--- config.mk ---
export PLATFORM = sky130hd
export DESIGN_NAME = scl_loader
export DESIGN_NICKNAME = d
export VERILOG_FILES = /design/src/hw/scl_pkg.sv /design/src/hw/scl_loader.sv /design/src/hw/scl_sync.sv
export SDC_FILE = /design/constraint.sdc
export NUM_CORES = 1
export LEC_CHECK = 0
export BUFFER_PORTS_ARGS = -buffer_cell sky130_fd_sc_hd__buf_2
export CAP_MARGIN = 10
export CELL_PAD_IN_SITES_DETAIL_PLACEMENT = 1
export CELL_PAD_IN_SITES_GLOBAL_PLACEMENT = 1
export CORE_MARGIN = 8
export CORE_UTILIZATION = 48
export DETAILED_ROUTE_END_ITERATION = 12
export GPL_TIMING_DRIVEN = 0
export HOLD_SLACK_MARGIN = 0.15
export PLACE_DENSITY = 0.88
export SKIP_CTS_REPAIR_TIMING = 1
export SYNTH_ARGS = -nofsm -noshare
export SYNTH_HDL_FRONTEND = slang
export SYNTH_HIERARCHICAL = 1
export SYNTH_SLANG_ARGS = --single-unit
--- constraint.sdc ---
create_clock -name sys_clk -period 2.65 [get_ports sys_clk]
set_input_delay 0.795 -clock sys_clk [delete_from_list [all_inputs] [get_ports sys_clk]]
set_output_delay 0.795 -clock sys_clk [all_outputs]
set_load 0.02 [all_outputs]
--- src/hw/scl_pkg.sv ---
// Package for the serial configuration chain loader.
// Assumes a single system clock domain; link pins are sampled into it.
package scl_pkg;

   // -----------------------------------------------------------------
   // Setup register layout
   // -----------------------------------------------------------------
   localparam int unsigned SETUP_BITS = 32;
   localparam int unsigned CNT_W      = 6;
   localparam logic [CNT_W-1:0] CNT_LAST = 6'h1f;
   localparam logic [CNT_W-1:0] CNT_ZERO = 6'h00;
   localparam logic [SETUP_BITS-1:0] SETUP_RESET = 32'h0000_0000;

   // -----------------------------------------------------------------
   // Types
   // -----------------------------------------------------------------
   typedef enum logic [2:0]
   {
      SCL_IDLE = 3'b001,
      SCL_LOAD = 3'b010,
      SCL_DONE = 3'b100
   } scl_state_t;

   typedef struct packed
   {
      logic sclk;
      logic sdata;
      logic load_n;
   } scl_link_t;

endpackage

--- src/hw/scl_loader.sv ---
// Serial configuration loader: shifts setup bits in on serial clock edges
// and hands the chain on through the done output and data pass-through.
// Assumes the serial clock is much slower than sys_clk (edges found by sampling).
// Notes on behaviour
// (RQ1) Serial mode chosen at reset uses serial clock.
// (RQ2) Capture data on rising clock while enable low.
// (RQ3) All chained devices share one serial clock.
// (RQ4) Downstream enable driven by upstream done output.
// (RQ5) Drive done low when own load finishes.
// (RQ6) After programming, done follows load enable.
// (RQ7) Controller drives first device's load enable.
// (RQ8) Loaded device passes data in to out.
// (RQ9) Low done means ready for normal operation.
// (RQ10) Setup registers are bit-serial shift registers.
// (RQ11) Done stays high until own load completes.
`timescale 1ns/1ps
`default_nettype none
module scl_loader
   import scl_pkg::*;
(
   input  wire logic                  sys_clk,
   input  wire logic                  rst_b,
   input  wire logic                  serial_mode,
   input  wire logic                  serial_clk,
   input  wire logic                  serial_data_in,
   input  wire logic                  serial_load_enable_in_n,
   output var  logic                  chain_done_out_n,
   output var  logic                  serial_data_out,
   output var  logic                  device_ready,
   output var  logic [SETUP_BITS-1:0] setup_data
);

   // -----------------------------------------------------------------
   // Pin sampling
   // -----------------------------------------------------------------
   scl_link_t link_raw;
   scl_link_t link;

   assign link_raw = '{sclk: serial_clk, sdata: serial_data_in,
                       load_n: serial_load_enable_in_n};

   scl_sync u_sync
   (
      .sys_clk (sys_clk),
      .rst_b   (rst_b),
      .din     (link_raw),
      .dout    (link)
   );

   // -----------------------------------------------------------------
   // Mode strap, caught after reset release
   // -----------------------------------------------------------------
   logic mode_caught;
   logic serial_sel;
   logic next_mode_caught;
   logic next_serial_sel;
   logic mode_meta;
   logic mode_sync;
   logic next_mode_meta;
   logic next_mode_sync;

   // The strap is a pin, so it passes two flops before it is caught.
   // These flops stay out of reset so the level held during reset has
   // already settled when the first edge after release catches it.
   always_comb
   begin
      next_mode_meta = serial_mode;
      next_mode_sync = mode_meta;
   end

   always_ff @(posedge sys_clk)
   begin
      mode_meta <= next_mode_meta;
      mode_sync <= next_mode_sync;
   end

   always_comb
   begin
      next_mode_caught = 1'b1;
      next_serial_sel  = mode_caught ? serial_sel : mode_sync;
   end

   always_ff @(posedge sys_clk or negedge rst_b)
   begin
      if (!rst_b)
      begin
         mode_caught <= 1'b0;
         serial_sel  <= 1'b0;
      end
      else
      begin
         mode_caught <= next_mode_caught;
         serial_sel  <= next_serial_sel;
      end
   end

   // -----------------------------------------------------------------
   // Loader state and shift register
   // -----------------------------------------------------------------
   scl_state_t              state;
   scl_state_t              next_state;
   logic                    sclk_prev;
   logic                    next_sclk_prev;
   logic                    sclk_rise;
   logic [CNT_W-1:0]        count;
   logic [CNT_W-1:0]        next_count;
   logic [SETUP_BITS-1:0]   next_setup_data;
   logic                    next_done_n;
   logic                    next_sdo;

   assign sclk_rise = link.sclk && !sclk_prev;

   always_comb
   begin
      next_state      = state;
      next_count      = count;
      next_setup_data = setup_data;
      next_sclk_prev  = link.sclk;
      unique case (state)
         SCL_IDLE:
         begin
            // Without serial mode the default setup is taken as loaded.
            if (mode_caught)
            begin
               next_state = serial_sel ? SCL_LOAD : SCL_DONE;
            end
         end
         SCL_LOAD:
         begin
            // (RQ1) (RQ2) (RQ10) shift on gated rising edge
            if (sclk_rise && !link.load_n)
            begin
               next_setup_data = {setup_data[SETUP_BITS-2:0], link.sdata};
               next_count      = count + 6'h01;
               if (count == CNT_LAST)
               begin
                  next_state = SCL_DONE;
               end
            end
         end
         SCL_DONE:
         begin
            next_state = SCL_DONE;
         end
      endcase
   end

   // (RQ5) (RQ6) (RQ11) done high until loaded, then follows enable
   always_comb
   begin
      next_done_n = (next_state == SCL_DONE) ? link.load_n : 1'b1;
   end

   // (RQ8) pass data through once loaded and done low
   always_comb
   begin
      next_sdo = (next_state == SCL_DONE && !next_done_n) ? link.sdata : 1'b0;
   end

   always_ff @(posedge sys_clk or negedge rst_b)
   begin
      if (!rst_b)
      begin
         state            <= SCL_IDLE;
         count            <= CNT_ZERO;
         setup_data       <= SETUP_RESET;
         sclk_prev        <= 1'b0;
         chain_done_out_n <= 1'b1;
         serial_data_out  <= 1'b0;
      end
      else
      begin
         state            <= next_state;
         count            <= next_count;
         setup_data       <= next_setup_data;
         sclk_prev        <= next_sclk_prev;
         chain_done_out_n <= next_done_n;
         serial_data_out  <= next_sdo;
      end
   end

   // (RQ9) ready flag mirrors a low done output
   assign device_ready = !chain_done_out_n;
endmodule
`default_nettype wire

--- src/hw/scl_sync.sv ---
// Two-flop synchroniser for a bundle of link pins.
// Assumes the inputs are asynchronous to sys_clk.
`timescale 1ns/1ps
`default_nettype none
module scl_sync
   import scl_pkg::*;
(
   input  wire logic      sys_clk,
   input  wire logic      rst_b,
   input  wire scl_link_t din,
   output var  scl_link_t dout
);

   scl_link_t stage1;
   scl_link_t next_stage1;
   scl_link_t next_dout;

   // Load enable idles high so an unconnected chain does not start loading.
   always_comb
   begin
      next_stage1 = din;
      next_dout   = stage1;
   end

   always_ff @(posedge sys_clk or negedge rst_b)
   begin
      if (!rst_b)
      begin
         stage1 <= '{sclk: 1'b0, sdata: 1'b0, load_n: 1'b1};
         dout   <= '{sclk: 1'b0, sdata: 1'b0, load_n: 1'b1};
      end
      else
      begin
         stage1 <= next_stage1;
         dout   <= next_dout;
      end
   end

endmodule
`default_nettype wire

==> summary.md, run 1 <==
| Metric | Value |
|---|---|
| Worst EP required | 1.86 ns |
| Ant diodes | 0 |
| Max Freq | 0.5452 GHz |
| Status | finished, final reports clean |
| Vias in the first global route | 1395 |
| Die Height | 81.82 um |
| Critical path class | register to output pin |
| Multi-input combinational cell area | 675.6 um2 |
| Final setup fails | 0 |
| GP Congestion | 0.7438 |
| Largest net degree at the start of global routing | 53 |
| Remaining DRCs | 0 |
| Routed wl met2 | 2.629 mm |
| Layout cells sized above 1 | 52.54% |
| Power Dens Cells | 545.6 mW/mm2 |
| Crit share post-route | 69.21% |
| Final hold viol count | 0 |
| Row Count | 24 |
| Top-count cell post-synth | dfrtp_1 |
| Total Die Area | 0.006695 mm2 |
| Vias/cell | 5.188 |
| Count of different cell masters after synthesis | 30 |
| Layout area overhead | 16.73% |
| DR pass1 iterations | 4 |
| Placed cells | 221 |
| Total CTS buffers | 5 |
| H-tree Lvls | 2 |
| Worst setup EP type | output pin |
| Routed len/inst | 19.64 um |
| Crit-path max FO | 2 |
| Most used DFF post-synth | dfrtp_1 |
| Cell taking the most area after synthesis | dfrtp_1 |
| Slew margin rel. | 25.20% |
| Finished Layout Cells | 229 |
| Top sig layer | met4 |
| Yosys Warn Count | 6 |
| Total Wirelength | 4.498 mm |
| Pin slew with the least headroom to its limit | 1.122 ns |
| Slew Limit Fails | 0 |
| DR vias | 1188 |
| Fillers | 443 |
| Skew final | 0.008106 ns |
| Final Instance Area | 0.002427 mm2 |
| Routed wl met3 | 158 um |
| Syn nets | 136 |
| Syn Inst Count | 129 |
| Synth cell count leaders | dfrtp_1 (48), mux2_4 (17), mux2_2 (16) |
| CTS tree | done |
| Register bit total from synthesis | 54 |
| Mean post-synth cell area | 16.12 um2 |
| Register Area | 0.001346 mm2 |
| Top-area cell type share of the netlist area | 57.76% |
| Hpwl dp | 3.024 mm |
| Max clock buf depth | 2 |
| Skew-Pair Late Insertion Delay | 0.30 ns |
| Hold slack | 0.3400 ns |
| Post-route ant nets | 0 |
| Tmin final | 1.834 ns |
| Dominant cells by area after synthesis | dfrtp_1 (58%), mux2_4 (12%), mux2_2 (8.7%), dfstp_2 (5.1%), dfxtp_1 (1.9%) |
| Initial Util | 48.77% |
| Post-synthesis sequential area ratio | 64.74% |
| RSZ-0062 raised after global routing | no |
| Worst hold path stage count | 0 |
| Netlist Area Pre-Place | 0.002079 mm2 |
| Hold WC Path Type | register to register |
| Nets | 183 |
| Crit path DAT | 1.04 ns |
| Buffers on Ports | 40 |
| Setup TNS | 0 ns |
| CTS root buffer | clkbuf_8 |
| Core ar. | 0.004264 mm2 |
| Setup crit start kind | register |
| EDFF count, synth | 0 |
| Clock sinks | 54 |
| Max-capacitance violation count | 0 |
| Area after DPL | 0.002345 mm2 |
| VDD IR max | 0.3621 mV |
| LEAKAGE | 1.343 nW |
| Tot GR Track Use | 14.71% |
| IO Pins | 41 |
| Congestion Overflow GR | 0 |
| Worst r2r path cells | 6 |
| Clock transition at path regs | 0.09 ns |
| Width of the die | 81.82 um |
| Async SR Flop Fraction | 96.30% |
| M1 wire length | 1.625 mm |
| Initial antenna violation count | 0 |
| First-pass GRT wire length | 7.314 mm |
| Detailed Route Iter0 Violations | 78 |
==> report_power, final <==
part           switching, mW  internal [mW]  total, mW
combinational         0.0293         0.0130     0.0423
clock                  0.248          0.184      0.432
sequential            0.0107          0.839      0.850
==> area by class of cell <==
class                   instances  area share, %
clock inverters                 2         0.4124
inverters                       5         0.7732
well taps                      52          2.680
multi-input cells              66          27.84
clock buffers                   6          2.990
flip-flops and latches         54          55.46
repair buffers                 40          8.247
plain buffers                   4          1.598
==> state kept, by name, indices dropped and copies added, names as in the netlist, 3 cells and up <==
signal	flops
state	3
setup_data	32
u_sync/next_dout	3
count	6
u_sync/dout	3
==> stage by stage <==
step | utilization, % | worst slack (ns) | power (mW)
after floorplan | - | 1.170 | 0.8788
after global placement | 54.99 | 0.9486 | 0.9027
after detailed placement | 54.99 | 0.8670 | 0.9093
after CTS | 56.92 | 0.7920 | 1.343
after global routing | 56.92 | 0.7726 | 1.372
final | 56.92 | 0.8159 | 1.324
==> final timing paths <==
kind	from	end	slack (ns)
min reg2reg	mode_meta	mode_sync	0.34
min	mode_meta	mode_sync	0.34
max	chain_done_out_n	device_ready	0.82
min in group asynchronous	rst_b	setup_data[17]	0.71
max reg2reg	sclk_prev	count[3]	0.95
max in group asynchronous	rst_b	sclk_prev	1.26
==> placed cells by master (no fill, tap or decap), drive strengths merged <==
cell | Yosys | routed
nand2b | 1 | 1
nor3b | 2 | 2
dfxtp | 2 | 2
nor2 | 4 | 4
clkinv | 0 | 2
inv | 5 | 5
nor2b | 1 | 1
o31a | 1 | 1
a21oi | 2 | 2
clkbuf | 0 | 6
xnor2 | 3 | 3
mux2 | 33 | 33
o41ai | 1 | 1
dfstp | 4 | 4
xor2 | 2 | 2
dfrtp | 48 | 48
buf | 4 | 44
nor3 | 1 | 1
o21ai | 1 | 1
ha | 1 | 1
a22oi | 1 | 1
conb | 1 | 1
or3 | 1 | 1
and4 | 1 | 1
nand3 | 4 | 4
or3b | 1 | 1
nand2 | 3 | 3
o221ai | 1 | 1
==> cell families (layout without fill, tap and decap cells) <==
| group | Yosys count | count (layout) | synth area share (%) |
|---|---|---|---|
| flops | 54 | 54 | 64.74 |
| mux | 33 | 33 | 20.94 |
| simple gates | 19 | 19 | 5.597 |
| buf+inv | 9 | 57 | 2.767 |
| compound gates | 7 | 7 | 3.069 |
| xor+xnor | 5 | 5 | 2.106 |
| fa+ha+maj | 1 | 1 | 0.6016 |
| other cells | 1 | 1 | 0.1803 |
==> metal layers <==
layer	global-route usage, %	up-vias
li1	-	536
met1	15.59	625
met2	26.20	23
met4	7.544	0
met3	3.939	4
met5	0	-
==> critical path, stage by stage (launching register included) <==
cell	delay, ns
dfstp_2	0.54
inv_1	0.05
buf_2	0.15
Power figures use the tool's default switching activity.
==> run 2, diff against run 1 <==
Settings changed: CORE_UTILIZATION 48 to 40, PLACE_DENSITY 0.88 to 0.79.
Clock period 2.65 ns to 1.6 ns, I/O delays scaled along.
==> run 2 against run 1 <==
  * The flow now finishes with violations (setup timing)
  * Worst setup slack got worse by 0.83 ns
  * Global-route usage is 1.5 points lower
  * Die area up 16%
  * Sequential cell count did not move
  * Clock-buffer cell count is 1 higher
  * Sequential share of layout area is 3.1 points lower
  * Register-to-register slack lost 0.97 ns
  * First-iteration DRC count fell by 13%
  * Routed wire length increased by 13%
  * Clock power grew 81%
  * Highest routed layer unchanged
==> summary.md, run 2 (same netlist as run 1, synthesis figures left out) <==
| Metric | Value |
|---|---|
| Crit-path max FO | 3 (was 2) |
| Crit share post-route | 101.2% |
| CTS root buffer | clkbuf_8 (unchanged) |
| Tot GR Track Use | 13.18% (was 14.71%) |
| Tmin final | 1.619 ns |
| IO Pins | 41 (unchanged) |
| Max clock buf depth | 2 (unchanged) |
| Worst EP required | 1.85 ns (was 1.86 ns) |
| Max Freq | 0.6177 GHz |
| Final WS setup | -0.01886 ns (was 0.8159 ns) |
| Core ar. | 0.005075 mm2 (was 0.004264 mm2) |
| Most frequent cells in the layout | dfrtp_1 (47), buf_2 (41), mux2_4 (17), mux2_2 (16), buf_4 (8) (was dfrtp_1 (48), buf_2 (41), mux2_4 (17), mux2_2 (16)) |
| CP cell instances | ha_2 > nand3_2 > or3_4 > o221ai_2 > and4_1 (was inv_1 > buf_2) |
| Clock transition at path regs | 0.10 ns (was 0.09 ns) |
| Largest net degree at the start of global routing | 53 (unchanged) |
| Most used routing layer | met2 (unchanged) |
| Placed cells | 239 (was 221) |
| Vias/cell | 4.821 (was 5.188) |
| Die Height | 88.10 um (was 81.82 um) |
| RSZ-0062 raised after global routing | yes (was no) |
| Crit-path slowest cell | dfrtp_1 (was dfstp_2) |
| Slowest stage delay, CP | 0.42 ns (was 0.54 ns) |
| Row Count | 26 (was 24) |
| Layout cells sized above 1 | 57.75% (was 52.54%) |
| Post-route ant nets | 0 (unchanged) |
| Power Dens Cells | 886.7 mW/mm2 (was 545.6 mW/mm2) |
| Final Instance Area | 0.002574 mm2 (was 0.002427 mm2) |
| First-pass GRT wire length | 7.645 mm (was 7.314 mm) |
| Total CTS buffers | 5 (unchanged) |
| Setup crit start kind | register (unchanged) |
| GR Layer Usage met1 | 13.19% (was 15.59%) |
| Layout Utilization | 50.71% (was 56.92%) |
| Buffers on Ports | 40 (unchanged) |
| Width of the die | 88.10 um (was 81.82 um) |
| Detailed Route Iter0 Violations | 68 (was 78) |
| Hpwl dp | 3.241 mm (was 3.024 mm) |
| Layout area overhead | 23.77% (was 16.73%) |
| Total Wirelength | 5.100 mm (was 4.498 mm) |
| H-tree Lvls | 2 (unchanged) |
| Nets | 193 (was 183) |
| Worst setup EP type | register (was output pin) |
| Most flops, register | setup_data (unchanged) |
| M3 GR Usage | 3.189% (was 3.939%) |
| Skew final | 0.01220 ns (was 0.008106 ns) |
| Hold WC Path Type | input port to register (was register to register) |
| Skew-Pair Late Insertion Delay | 0.31 ns (was 0.30 ns) |
| Final hold viol count | 0 (unchanged) |
| Vias in the first global route | 1398 (was 1395) |
| Ant diodes | 0 (unchanged) |
| Most common cell after layout, fill and taps aside | dfrtp_1 (unchanged) |
| GP Congestion | 0.7438 (unchanged) |
| Largest register FFs | 32 (unchanged) |
| Total Die Area | 0.007762 mm2 (was 0.006695 mm2) |
| DR pass1 iterations | 2 (was 4) |
| Flop-to-flop setup slack | -0.02 ns (was 0.95 ns) |
| Congestion Overflow GR | 0 (unchanged) |
| Max-capacitance violation count | 0 (unchanged) |
| Routed len/inst | 19.84 um (was 19.64 um) |
| Top Registers | setup_data (32), count (6) (unchanged) |
| DR vias | 1239 (was 1188) |
| Final setup fails | 1 (was 0) |
| GRT met2 Usage | 25.38% (was 26.20%) |
| Critical path class | register to register (was register to output pin) |
| Slew Limit Fails | 0 (unchanged) |
| CTS tree | done (unchanged) |
| Remaining DRCs | 0 (unchanged) |
| LEAKAGE | 1.402 nW (was 1.343 nW) |
| Initial Util | 40.98% (was 48.77%) |
| VDD IR max | 0.5596 mV (was 0.3621 mV) |
| Clock sinks | 54 (unchanged) |
| Finished Layout Cells | 257 (was 229) |
| Status | complete, but fails checks (was finished, final reports clean) |
| Initial antenna violation count | 0 (unchanged) |
| Failing checks | setup timing |
| Area after DPL | 0.002367 mm2 (was 0.002345 mm2) |
| Crit path DAT | 1.87 ns (was 1.04 ns) |
-- run 2: layer usage --
metal | share of wire (%) | wire (um)
met4 | 1.5 | 75
met2 | 59 | 3010
met5 | 0 | 0
met3 | 2.5 | 127
met1 | 37 | 1887
-- run 2: per-stage QoR --
step	total power, mW	hold slack, ns	setup slack (ns)	TNS, ns
floorplan	1.456	0.1844	0.1697	0
global placement	1.496	0.3121	0.07009	0
detailed placement	1.505	0.3236	-0.04022	-0.5080
CTS	2.279	0.2612	-0.04919	-0.7102
global route	2.364	0.2542	-0.06697	-0.1527
finish	2.282	0.2645	-0.01886	-0.01886
-- run 2: power by group --
group / internal (mW) / switching, mW
Combinational: 0.0379 / 0.0537
Sequential: 1.39 / 0.0181
Clock: 0.350 / 0.432
Total: 1.78 / 0.504
-- run 2: critical path, delay by kind of cell, from the launching register on --
kind / cells / cell delay (ns)
adder cells (fa/ha/maj): 1 / 0.22
AO/OA/AOI/OAI: 1 / 0.23
flip-flops: 1 / 0.42
AND/OR/NAND/NOR: 3 / 0.69
-- run 2: worst paths after layout --
path,from,cells after the start,endpoint
max,count[0],5,serial_data_out
min,serial_mode,1,mode_meta
max reg2reg,count[0],5,serial_data_out
min reg2reg,mode_meta,0,mode_sync
max in group asynchronous,rst_b,3,u_sync/dout[0]
min in group asynchronous,rst_b,2,setup_data[26]
-- run 2: area by class of cell --
class | instances | area (um2)
inverter | 5 | 18.77
multi-input combinational | 66 | 695.7
tap | 70 | 87.58
clock buffer | 7 | 86.33
fill | 547 | 2501
buffer | 4 | 42.54
timing repair buffer | 50 | 290.3
sequential | 54 | 1348
clock inverter | 1 | 5.005
